--- config.mk ---
export PLATFORM = sky130hd
export DESIGN_NAME = thermocouple_input_config
export DESIGN_NICKNAME = d
export VERILOG_FILES = /design/src/tc_cfg_pkg.sv /design/src/tc_channel_math.sv /design/src/thermocouple_input_config.sv
export SDC_FILE = /design/constraint.sdc
export NUM_CORES = 2
export LEC_CHECK = 0
export BUFFER_PORTS_ARGS = -buffer_cell sky130_fd_sc_hd__buf_2
export CAP_MARGIN = 20
export CORE_MARGIN = 5
export CORE_UTILIZATION = 60
export CTS_CLUSTER_SIZE = 12
export DETAILED_ROUTE_END_ITERATION = 6
export PLACE_DENSITY = 0.89
export SLEW_MARGIN = 20
export SYNTH_ARGS = -nofsm -noshare
export SYNTH_HDL_FRONTEND = slang
export SYNTH_SLANG_ARGS = --single-unit
--- constraint.sdc ---
create_clock -name pclk -period 28 [get_ports pclk]
set_input_delay 8.4 -clock pclk [delete_from_list [all_inputs] [get_ports pclk]]
set_output_delay 8.4 -clock pclk [all_outputs]
set_load 0.01 [all_outputs]
--- src/tc_cfg_pkg.sv ---
// Shared constants, types and limit functions of the thermocouple input block.
package tc_cfg_pkg;
   localparam int CLK_HZ = 20_000_000;
   localparam int UPDATE_PERIOD_MS = 405;
   localparam int UPDATE_CYCLES = UPDATE_PERIOD_MS * (CLK_HZ / 1000);
   localparam int SYNC_FILL_CYCLES = 2;
   localparam logic [7:0] ADDR_CTRL = 8'h00;
   localparam logic [7:0] ADDR_CONFIG = 8'h04;
   localparam logic [7:0] ADDR_STATUS = 8'h08;
   localparam logic [7:0] ADDR_COUNT = 8'h0c;
   localparam logic [7:0] ADDR_DATA0 = 8'h10;
   localparam logic [31:0] CTRL_RESET = 32'h0000_0001;
   localparam int CTRL_RUN_BIT = 0;
   localparam int CTRL_PUBLISH_BIT = 1;
   localparam int CFG_LOADED_BIT = 8;
   localparam int STAT_SUPPLY_BIT = 2;
   localparam int STAT_RANGE_BIT = 3;
   localparam int STAT_OPEN_LSB = 8;
   localparam logic [2:0] TYPE_J = 3'h0;
   localparam logic [2:0] TYPE_K = 3'h1;
   localparam logic [2:0] TYPE_T = 3'h2;
   localparam logic [2:0] TYPE_E = 3'h3;
   localparam logic [2:0] TYPE_R = 3'h4;
   localparam logic [2:0] TYPE_S = 3'h5;
   localparam logic [2:0] TYPE_N = 3'h6;
   localparam logic [2:0] TYPE_MV = 3'h7;
   localparam int OPEN_WIRE_UV = 200000;
   localparam int FULL_SCALE_UV = 80000;
   localparam int FULL_SCALE_CODE = 27648;
   localparam int MV_OVER_CODE = 32511;
   localparam int MV_UNDER_CODE = -32512;
   localparam logic signed [15:0] CODE_MAX = 16'sh7fff;
   localparam logic signed [15:0] CODE_MIN = 16'sh8000;
   localparam logic signed [15:0] CODE_NO_SUPPLY = 16'sh7ffe;
   localparam longint MV_GAIN_Q16 = (longint'(FULL_SCALE_CODE) * 65536) / FULL_SCALE_UV;
   localparam int F_GAIN_Q16 = (9 * 65536) / 5;
   localparam int F_OFFSET_DC = 320;

   typedef struct packed {
      logic ref_junction_comp_disable;
      logic fahrenheit_select;
      logic open_wire_current_disable;
      logic open_wire_direction_sel;
      logic reserved;
      logic [2:0] tc_type;
   } cfg_type;

   function automatic int high_limit_dc(input logic [2:0] t);
      case (t)
         TYPE_J: high_limit_dc = 12000;
         TYPE_K: high_limit_dc = 13720;
         TYPE_T: high_limit_dc = 4000;
         TYPE_E: high_limit_dc = 10000;
         TYPE_N: high_limit_dc = 13000;
         default: high_limit_dc = 17680;
      endcase
   endfunction : high_limit_dc

   function automatic int low_limit_dc(input logic [2:0] t);
      case (t)
         TYPE_J: low_limit_dc = -2100;
         TYPE_R, TYPE_S: low_limit_dc = -500;
         default: low_limit_dc = -2700;
      endcase
   endfunction : low_limit_dc
endpackage : tc_cfg_pkg

--- src/tc_channel_math.sv ---
// One-cycle conversion pipeline from a raw channel voltage to a 16-bit data word.
`timescale 1ns/1ns
module tc_channel_math #(
   parameter int SEEBECK_Q16 = 268698,
   parameter int RECIP_Q16 = 15984
) (
   input wire logic pclk,
   input wire logic presetn,
   input wire logic in_valid,
   input wire logic signed [19:0] in_uv,
   input wire logic signed [11:0] cj_dc,
   input wire tc_cfg_pkg::cfg_type cfg,
   output logic out_valid,
   output logic signed [15:0] out_code,
   output logic out_range_err,
   output logic out_open_wire
);
   import tc_cfg_pkg::*;
   logic mv_mode;
   logic cjc_on;
   logic open_wire;
   logic signed [47:0] corr_uv;
   logic signed [47:0] lin_dc;
   logic signed [47:0] mv_code;
   logic signed [47:0] f_dc;
   logic signed [15:0] code_next;
   logic err_next;

   always_comb begin
      mv_mode = (cfg.tc_type == TYPE_MV);
      cjc_on = !cfg.ref_junction_comp_disable && !mv_mode;
      // The range check runs whatever the current source setting is.
      open_wire = (in_uv > OPEN_WIRE_UV) || (in_uv < -OPEN_WIRE_UV);
      corr_uv = cjc_on ? (48'(cj_dc) * SEEBECK_Q16) >>> 16 : '0;
      // A single gain stands in for the per-type table, which lives outside this block.
      lin_dc = ((48'(in_uv) + corr_uv) * RECIP_Q16) >>> 16;
      // Rounding to nearest keeps full scale at exactly 27648 although the gain itself is truncated.
      mv_code = 48'((48'(in_uv) * MV_GAIN_Q16 + 64'sh8000) >>> 16);
      f_dc = ((lin_dc * F_GAIN_Q16) >>> 16) + F_OFFSET_DC;
      err_next = 1'b1;
      if (open_wire) begin
         code_next = cfg.open_wire_direction_sel ? CODE_MIN : CODE_MAX;
      end else if (mv_mode) begin
         if (mv_code > MV_OVER_CODE) begin
            code_next = CODE_MAX;
         end else if (mv_code < MV_UNDER_CODE) begin
            code_next = CODE_MIN;
         end else begin
            code_next = 16'(mv_code);
            err_next = 1'b0;
         end
      end else if (lin_dc > high_limit_dc(cfg.tc_type)) begin
         code_next = CODE_MAX;
      end else if (lin_dc < low_limit_dc(cfg.tc_type)) begin
         code_next = CODE_MIN;
      end else begin
         code_next = cfg.fahrenheit_select ? 16'(f_dc) : 16'(lin_dc);
         err_next = 1'b0;
      end
   end

   always_ff @(posedge pclk or negedge presetn) begin
      if (!presetn) begin
         out_valid <= 1'b0;
         out_code <= '0;
         out_range_err <= 1'b0;
         out_open_wire <= 1'b0;
      end else begin
         out_valid <= in_valid;
         if (in_valid) begin
            out_code <= code_next;
            out_range_err <= err_next;
            out_open_wire <= open_wire;
         end
      end
   end
endmodule : tc_channel_math

--- src/thermocouple_input_config.sv ---
// Configuration latch, conversion scheduling, result publishing and APB registers of the thermocouple input.
//
// Chosen here: the register offsets and register access over APB.
`timescale 1ns/1ns
// Operation
// - Switches are sampled only at power-up; later changes wait for the next reset.
// - Three type bits pick J, K, T, E, R, S, N or millivolt for all channels.
// - Direction switch picks upscale 32767 or downscale -32768 as the open-wire reading.
// - Open-wire current source is on when its switch is 0, off when 1.
// - The open-wire range check runs on every conversion, source on or off.
// - Inputs beyond about 200 mV declare open wire and substitute the direction value.
// - Scale switch reports Celsius at 0, Fahrenheit at 1, converted inside.
// - Reference-junction compensation is enabled at 0 and disabled at 1.
// - Millivolt mode always turns reference-junction compensation off.
// - Module temperature becomes a correction added before linearisation.
// - Results are 16-bit two's complement, 0.1 degree units, millivolt full scale 27648.
// - Error status bit 3 flags range error, bit 2 flags missing user supply.
// - Over and under range saturate to 32767 and -32768 unless open wire.
// - Channels refresh every 405 ms only after the previous data was read.
module thermocouple_input_config #(
   parameter int NUM_CHANNELS = 4,
   parameter int UPDATE_CYCLES = tc_cfg_pkg::UPDATE_CYCLES
) (
   input wire logic pclk,
   input wire logic presetn,
   input wire logic psel,
   input wire logic penable,
   input wire logic pwrite,
   input wire logic [7:0] paddr,
   input wire logic [31:0] pwdata,
   output logic [31:0] prdata,
   output logic pready,
   output logic pslverr,
   input wire logic [7:0] config_switches,
   input wire logic user_supply_ok,
   input wire logic conv_valid,
   input wire logic [1:0] conv_chan,
   input wire logic signed [19:0] conv_uv,
   input wire logic signed [11:0] cj_temp_dc,
   output logic open_wire_current_en,
   output logic range_error,
   output logic supply_bad
);
   import tc_cfg_pkg::*;

   localparam int CW = $clog2(NUM_CHANNELS);

   logic [7:0] sw_meta_reg;
   logic [7:0] sw_sync_reg;
   logic sup_meta_reg;
   logic sup_sync_reg;
   logic [1:0] load_cnt_reg;
   logic cfg_loaded_reg;
   cfg_type cfg_reg;
   cfg_type cfg_next;
   logic [31:0] ctrl_reg;
   logic [31:0] tick_cnt_reg;
   logic tick;
   logic publish;
   logic data_read_reg;
   logic [CW-1:0] chan_pipe_reg;
   logic math_in_valid;
   logic math_valid;
   logic signed [15:0] math_code;
   logic math_err;
   logic math_open;
   logic signed [15:0] shadow_reg [NUM_CHANNELS];
   logic [NUM_CHANNELS-1:0] shadow_err_reg;
   logic [NUM_CHANNELS-1:0] shadow_open_reg;
   logic signed [15:0] data_reg [NUM_CHANNELS];
   logic [NUM_CHANNELS-1:0] open_reg;
   logic [31:0] publish_count_reg;
   logic apb_setup;
   logic apb_done;
   logic apb_rd_data;
   logic [31:0] rdata_next;
   logic err_next;

   function automatic logic is_data_addr(input logic [7:0] a);
      is_data_addr = (a >= ADDR_DATA0) && (a < ADDR_DATA0 + 8'(4 * NUM_CHANNELS)) && (a[1:0] == 2'h0);
   endfunction : is_data_addr

   function automatic logic [CW-1:0] data_index(input logic [7:0] a);
      logic [7:0] off;
      off = a - ADDR_DATA0;
      data_index = CW'(off[7:2]);
   endfunction : data_index

   // Pins are asynchronous to pclk, so both pass a two-stage synchroniser.
   always_ff @(posedge pclk or negedge presetn) begin
      if (!presetn) begin
         sw_meta_reg <= '0;
         sw_sync_reg <= '0;
         sup_meta_reg <= 1'b0;
         sup_sync_reg <= 1'b0;
      end else begin
         sw_meta_reg <= config_switches;
         sw_sync_reg <= sw_meta_reg;
         sup_meta_reg <= user_supply_ok;
         sup_sync_reg <= sup_meta_reg;
      end
   end

   // Switch 1 is the most significant type bit, so type E reads 0, 1, 1 on switches 1 to 3.
   always_comb begin
      cfg_next.ref_junction_comp_disable = sw_sync_reg[7];
      cfg_next.fahrenheit_select = sw_sync_reg[6];
      cfg_next.open_wire_current_disable = sw_sync_reg[5];
      cfg_next.open_wire_direction_sel = sw_sync_reg[4];
      cfg_next.reserved = sw_sync_reg[3];
      cfg_next.tc_type = {sw_sync_reg[0], sw_sync_reg[1], sw_sync_reg[2]};
   end

   // The switches are read once, after the synchroniser has filled, and never again.
   always_ff @(posedge pclk or negedge presetn) begin
      if (!presetn) begin
         load_cnt_reg <= '0;
         cfg_loaded_reg <= 1'b0;
         cfg_reg <= '0;
      end else if (!cfg_loaded_reg) begin
         if (load_cnt_reg == 2'(SYNC_FILL_CYCLES)) begin
            cfg_loaded_reg <= 1'b1;
            cfg_reg <= cfg_next;
         end else begin
            load_cnt_reg <= load_cnt_reg + 2'h1;
         end
      end
   end

   always_ff @(posedge pclk or negedge presetn) begin
      if (!presetn) begin
         open_wire_current_en <= 1'b0;
      end else begin
         open_wire_current_en <= cfg_loaded_reg && !cfg_reg.open_wire_current_disable;
      end
   end

   // Conversions are ignored until the configuration is known.
   assign math_in_valid = conv_valid && cfg_loaded_reg && (32'(conv_chan) < NUM_CHANNELS);

   always_ff @(posedge pclk or negedge presetn) begin
      if (!presetn) begin
         chan_pipe_reg <= '0;
      end else if (math_in_valid) begin
         chan_pipe_reg <= CW'(conv_chan);
      end
   end

   tc_channel_math u_math (
      .pclk(pclk),
      .presetn(presetn),
      .in_valid(math_in_valid),
      .in_uv(conv_uv),
      .cj_dc(cj_temp_dc),
      .cfg(cfg_reg),
      .out_valid(math_valid),
      .out_code(math_code),
      .out_range_err(math_err),
      .out_open_wire(math_open)
   );

   always_ff @(posedge pclk or negedge presetn) begin
      if (!presetn) begin
         for (int i = 0; i < NUM_CHANNELS; i++) begin
            shadow_reg[i] <= '0;
         end
         shadow_err_reg <= '0;
         shadow_open_reg <= '0;
      end else if (math_valid) begin
         shadow_reg[chan_pipe_reg] <= math_code;
         shadow_err_reg[chan_pipe_reg] <= math_err;
         shadow_open_reg[chan_pipe_reg] <= math_open;
      end
   end

   // Update period divider; a one-cycle tick drives the refresh.
   always_ff @(posedge pclk or negedge presetn) begin
      if (!presetn) begin
         tick_cnt_reg <= '0;
      end else if (!ctrl_reg[CTRL_RUN_BIT] || tick) begin
         tick_cnt_reg <= '0;
      end else begin
         tick_cnt_reg <= tick_cnt_reg + 32'h1;
      end
   end

   assign tick = ctrl_reg[CTRL_RUN_BIT] && (tick_cnt_reg == 32'(UPDATE_CYCLES - 1));
   assign publish = (tick || (apb_done && pwrite && (paddr == ADDR_CTRL) && pwdata[CTRL_PUBLISH_BIT]))
      && data_read_reg && cfg_loaded_reg;

   // A read in the same cycle as a refresh is kept, so the next refresh is not lost.
   always_ff @(posedge pclk or negedge presetn) begin
      if (!presetn) begin
         data_read_reg <= 1'b1;
      end else if (apb_rd_data) begin
         data_read_reg <= 1'b1;
      end else if (publish) begin
         data_read_reg <= 1'b0;
      end
   end

   // Without user supply every channel shows the fixed no-supply code.
   always_ff @(posedge pclk or negedge presetn) begin
      if (!presetn) begin
         for (int i = 0; i < NUM_CHANNELS; i++) begin
            data_reg[i] <= '0;
         end
         open_reg <= '0;
         range_error <= 1'b0;
         publish_count_reg <= '0;
      end else if (publish) begin
         for (int i = 0; i < NUM_CHANNELS; i++) begin
            data_reg[i] <= sup_sync_reg ? shadow_reg[i] : CODE_NO_SUPPLY;
         end
         open_reg <= sup_sync_reg ? shadow_open_reg : '0;
         range_error <= sup_sync_reg && (|shadow_err_reg);
         publish_count_reg <= publish_count_reg + 32'h1;
      end
   end

   always_ff @(posedge pclk or negedge presetn) begin
      if (!presetn) begin
         supply_bad <= 1'b0;
      end else begin
         supply_bad <= !sup_sync_reg;
      end
   end

   // APB slave with one wait-free access phase; pready is a flop so it rises in the access cycle.
   assign apb_setup = psel && !penable && !pready;
   assign apb_done = psel && penable && pready;
   assign apb_rd_data = apb_done && !pwrite && is_data_addr(paddr);

   always_comb begin
      rdata_next = '0;
      err_next = 1'b0;
      if (is_data_addr(paddr)) begin
         rdata_next = {{16{data_reg[data_index(paddr)][15]}}, data_reg[data_index(paddr)]};
      end else begin
         case (paddr)
            ADDR_CTRL: begin
               rdata_next = ctrl_reg;
            end
            ADDR_CONFIG: begin
               rdata_next[7:0] = cfg_reg;
               rdata_next[CFG_LOADED_BIT] = cfg_loaded_reg;
            end
            ADDR_STATUS: begin
               rdata_next[STAT_RANGE_BIT] = range_error;
               rdata_next[STAT_SUPPLY_BIT] = supply_bad;
               rdata_next[STAT_OPEN_LSB +: NUM_CHANNELS] = open_reg;
            end
            ADDR_COUNT: begin
               rdata_next = publish_count_reg;
            end
            default: begin
               err_next = 1'b1;
            end
         endcase
      end
   end

   always_ff @(posedge pclk or negedge presetn) begin
      if (!presetn) begin
         pready <= 1'b0;
         pslverr <= 1'b0;
         prdata <= '0;
      end else if (apb_setup) begin
         pready <= 1'b1;
         pslverr <= err_next;
         prdata <= pwrite ? 32'h0 : rdata_next;
      end else begin
         pready <= 1'b0;
         pslverr <= 1'b0;
      end
   end

   // The publish bit is a strobe and never stays set in the register.
   always_ff @(posedge pclk or negedge presetn) begin
      if (!presetn) begin
         ctrl_reg <= CTRL_RESET;
      end else if (apb_done && pwrite && (paddr == ADDR_CTRL)) begin
         ctrl_reg <= {31'h0, pwdata[CTRL_RUN_BIT]};
      end
   end
endmodule : thermocouple_input_config
==> impl_summary.txt <==
----------------------------------------------------
[Worst hold path]
  Min-delay worst type ... reg -> reg
  Startpoint of the tightest hold check path ... sw_meta_reg[5]
  Count of cells along the worst hold path ... 0
  Endpoint of the worst hold-timing path ... sw_sync_reg[5]

[Logic synthesis]
  Xor and xnor fraction of the mapped netlist area ... 5.454%
  Cell type with the largest total area after synthesis ... sky130_fd_sc_hd__fa_1
  Netlist Area Pre-Place ... 39750 sq um
  Simple-gate share of the synthesized area ... 10.69%
  Most instantiated flip-flop cell in the synthesis netlist ... sky130_fd_sc_hd__dfrtp_1
  Synth Register Bits ... 293
  Synth top area cells ... sky130_fd_sc_hd__fa_1 (24%), sky130_fd_sc_hd__dfrtp_1 (18%), sky130_fd_sc_hd__ha_1 (18%), sky130_fd_sc_hd__inv_1 (8.7%), sky130_fd_sc_hd__nand2_1 (3.2%)
  Fraction of synthesized cell area taken by the top area cell type ... 24.02%
  Compound-cell area share of the yosys netlist ... 9.962%
  Post-synthesis adder-cell area fraction ... 41.77%
  Average footprint of a synthesized cell ... 9.389 sq um
  Sequential cell area fraction in the yosys report ... 18.45%
  Multiplexer area fraction after synthesis ... 4.051%
  Fraction of synthesis flops using an asynchronous set or reset pin ... 100.0%
  Count of different cell masters after synthesis ... 94
  Number of enable flip-flop cells after synthesis ... 0
  Number of warnings printed during yosys synthesis ... 0
  Syn_nets ... 5363
  Cell count after synthesis ... 4234
  Main combinational cell family by area after synthesis ... adder cells

[Worst setup path]
  Top Family by Delay on Critical Path ... adder cells
  R2R Path Start ... cfg_reg[0]
  Highest fanout seen on the critical path ... 9
  Crit-path slowest cell ... sky130_fd_sc_hd__fa_1
  Critical path capture point type ... flop
  Cell seen most often among critical-path stages ... sky130_fd_sc_hd__fa_1
  Crit path buf inv count ... 15
  Worst stage delay on the critical path ... 0.57 ns
  Data arrival at the endpoint of the critical path ... 27.50 ns
  Worst Path Required ... 28.44 ns
  Worst reg2reg endpoint ... u_math.out_code[12]
  Critical path startpoint category ... input pin
  R2R cell count ... 60
  Startpoint-to-endpoint class of the critical path ... in -> reg
  Setup slack, reg-to-reg ... 11.39 ns

[Placed design]
  Count of buffers inserted at the top-level ports ... 95
  Cell count after placement ... 5146
  Final estimated routing congestion in global placement ... 0.9894
  Total half-perimeter wirelength after legalization and detailed placement ... 75290 um

[Routing]
  Detail Route Antenna Nets ... 0
  Number of iterations in the first detailed-routing pass ... 7
  Vias per cell ... 5.771
  DRT iter0 DRCs ... 2206
  Routed Wire Length ... 92830 um
  Via Count ... 30.00k
  Average routed wire per standard cell ... 17.86 um
  Residual DRC ... 0

[Cells and area]
  Number of nets in the final layout ... 5447
  Ratio of cells with drive above 1 in the final layout ... 8.145%
  Syn-to-layout area delta ... 6.367%
  Ant. Diodes ... 0
  Post-route insts no fill ... 5198

[STA]
  Worst-case clock skew ... 0.01426 ns
  Hold_ws ... 0.3473 ns
  Timing-limited maximum frequency ... 36.96 MHz
  Normalized max-slew margin ... 20.66%
  Final critical-path required period ... 27.05 ns
  Final setup vio count ... 0
  Slew at the pin closest to its max-slew limit ... 1.187 ns
  Share of the clock period used by the worst path ... 96.62%
  Final hold viol count ... 0
  Slew Viols, Final ... 0

[Die]
  Die Y ... 267.4 um
  Die Outline Area ... 71500 sq um
  IO Count ... 126
  Initial Utilization ... 60.47%
  Area of the core ... 65750 sq um
  DIE WIDTH ... 267.4 um
  Site row count ... 94

[Clock network]
  Clock Latency Late Sink ... 0.54 ns
  CTS Sinks ... 293
  Cts bufs inserted ... 29
  TritonCTS clock tree ... done
  Clock root cell ... sky130_fd_sc_hd__clkbuf_16
  Clock tree buffer depth ... 3
  Register clock-pin slew on the reported worst setup and hold paths ... 0.06 ns
  Number of H-tree levels ... 1

[Global routing]
  Met2 track demand over resource in global routing ... 45.19%
  Met1 Usage GRT ... 34.38%
  Pin count of the biggest net entering global routing ... 186
  Most Used Layer, Global Route ... met2
  Total routing usage reported by global routing ... 26.03%
  Initial antenna violation count ... 2
  Vias in the first global route ... 31.33k
  Leftover overflow at the end of global routing ... 0
  Wire length of the first global-routing pass ... 154700 um
  Met3 demand-to-capacity share in global routing ... 2.673%

[Run]
  Max-Cap Viols ... 0

[Outcome]
  Run status ... complete, no violations

----------------------------------------------------
==> how the worst max path moves through the flow <==
stage          slack, ns                  end           start  depth (start not counted)
6_report            0.95  u_math.out_code[12]   cj_temp_dc[8]                         78
5_1_grt            -0.06  u_math.out_code[12]   cj_temp_dc[8]                         78
4_1_cts             0.36  u_math.out_code[12]   cj_temp_dc[8]                         78
3_5_place_dp       -0.13  u_math.out_code[12]   cj_temp_dc[8]                         78
3_3_place_gp        0.31  u_math.out_code[12]   cj_temp_dc[8]                         78
2_1_floorplan       1.71  u_math.out_code[12]  cj_temp_dc[11]                         75
==> cells by family (layout without fill, tap and decap cells) <==
logic type / count (synthesis) / in the layout
buffers and inverters: 1015 / 1115
DFF: 293 / 293
xor gates and xnor gates: 246 / 246
adders and majority gates: 1041 / 1041
muxes: 130 / 130
and+or+nand+nor: 889 / 889
AOI/OAI and AO/OA: 620 / 620
==> cells in the final DEF (no fill, tap or decap), types with 14 or more instances in the layout <==
master                        n
sky130_fd_sc_hd__ha_1       561
sky130_fd_sc_hd__a22oi_1     32
sky130_fd_sc_hd__buf_4       48
sky130_fd_sc_hd__fa_1       477
sky130_fd_sc_hd__a211oi_1    16
sky130_fd_sc_hd__xnor2_1    138
sky130_fd_sc_hd__mux4_2      16
sky130_fd_sc_hd__o21ai_0    179
sky130_fd_sc_hd__o21a_1      14
sky130_fd_sc_hd__a21o_1      52
sky130_fd_sc_hd__mux2_2      87
sky130_fd_sc_hd__or2_2       17
sky130_fd_sc_hd__a21oi_1    148
sky130_fd_sc_hd__nor2b_1     27
sky130_fd_sc_hd__buf_2       94
sky130_fd_sc_hd__a31oi_1     19
sky130_fd_sc_hd__or3_1       20
sky130_fd_sc_hd__o211ai_1    14
sky130_fd_sc_hd__clkbuf_16   29
sky130_fd_sc_hd__mux2i_1     27
sky130_fd_sc_hd__nand4_1     41
sky130_fd_sc_hd__dfrtp_1    290
sky130_fd_sc_hd__nor3_1      45
sky130_fd_sc_hd__nand3_1     83
sky130_fd_sc_hd__and2_1      23
sky130_fd_sc_hd__and3_1      26
sky130_fd_sc_hd__nor2_1     176
sky130_fd_sc_hd__inv_1      923
sky130_fd_sc_hd__nand2_1    340
sky130_fd_sc_hd__xor2_1     102
sky130_fd_sc_hd__nand2b_1    23
==> cell usage after synthesis (7+ instances only) <==
| cell | n |
|---|---|
| sky130_fd_sc_hd__and2_1 | 23 |
| sky130_fd_sc_hd__mux2_2 | 87 |
| sky130_fd_sc_hd__xor2_1 | 104 |
| sky130_fd_sc_hd__or3_1 | 20 |
| sky130_fd_sc_hd__o22ai_1 | 7 |
| sky130_fd_sc_hd__nand2_1 | 340 |
| sky130_fd_sc_hd__inv_1 | 923 |
| sky130_fd_sc_hd__nand4_1 | 41 |
| sky130_fd_sc_hd__fa_1 | 477 |
| sky130_fd_sc_hd__o211ai_1 | 14 |
| sky130_fd_sc_hd__a31o_2 | 13 |
| sky130_fd_sc_hd__nand3_1 | 85 |
| sky130_fd_sc_hd__o21a_1 | 14 |
| sky130_fd_sc_hd__xnor2_1 | 141 |
| sky130_fd_sc_hd__mux4_2 | 16 |
| sky130_fd_sc_hd__o21ai_0 | 179 |
| sky130_fd_sc_hd__nor2b_1 | 27 |
| sky130_fd_sc_hd__o21bai_1 | 13 |
| sky130_fd_sc_hd__a21oi_1 | 150 |
| sky130_fd_sc_hd__ha_1 | 563 |
| sky130_fd_sc_hd__a21o_1 | 52 |
| sky130_fd_sc_hd__nand3b_1 | 11 |
| sky130_fd_sc_hd__nor4_1 | 12 |
| sky130_fd_sc_hd__or2_2 | 17 |
| sky130_fd_sc_hd__nor3_1 | 46 |
| sky130_fd_sc_hd__a211oi_1 | 18 |
| sky130_fd_sc_hd__nor2_1 | 176 |
| sky130_fd_sc_hd__dfrtp_1 | 291 |
| sky130_fd_sc_hd__nor3b_1 | 7 |
| sky130_fd_sc_hd__or4_1 | 11 |
| sky130_fd_sc_hd__a22oi_1 | 32 |
| sky130_fd_sc_hd__o2111ai_1 | 9 |
| sky130_fd_sc_hd__nand2b_1 | 23 |
| sky130_fd_sc_hd__a31oi_1 | 21 |
| sky130_fd_sc_hd__and3_1 | 27 |
| sky130_fd_sc_hd__mux2i_1 | 27 |
| sky130_fd_sc_hd__o21ai_1 | 10 |
| sky130_fd_sc_hd__clkbuf_1 | 81 |
| sky130_fd_sc_hd__a21boi_0 | 9 |
==> what timing repair did <==
item,in CTS,in global routing
hold endpoints to repair,0,0
resized for setup,0,18
buffers inserted,0,5
endpoints found under the setup margin,0,3
hold buffers,0,0
==> worst register-to-register path: cells and delay by family, from the launching register on <==
kind | cells | cell delay (ns)
mux | 1 | 0.15
simple gates | 12 | 2.67
flops | 1 | 0.79
fa+ha+maj | 16 | 6.66
buf+inv | 8 | 0.71
xor+xnor | 4 | 1.14
compound gates | 19 | 4.36
==> final cells by class <==
class | count | area, sq um
clock buffers | 43 | 788.3
clock inverters | 4 | 27.53
fillers | 4813 | 23460
inverters | 924 | 3468
multi-input cells | 2926 | 28720
flip-flops and latches | 293 | 7336
well taps | 864 | 1081
repair buffers | 144 | 865.8
==> metrics by stage <==
stage	util [%]	worst slack, ns	area, sq um	TNS, ns
2_1_floorplan	-	1.712	39750	0
3_3_place_gp	62.84	0.3052	41320	0
3_5_place_dp	62.85	-0.1257	41320	-0.1257
4_1_cts	64.09	0.3638	42140	0
5_1_grt	64.32	-0.06063	42280	-0.06063
6_report	64.32	0.9455	42280	0
==> routing by layer <==
layer / share of wire, % / wire length [um]
met5: 0 / 0
met4: 4.0 / 3667
met3: 5.6 / 5221
met2: 50 / 46210
met1: 41 / 37730
Power is not shown: default switching activity piles up to over one toggle a cycle in this logic, so the estimate is an artifact.
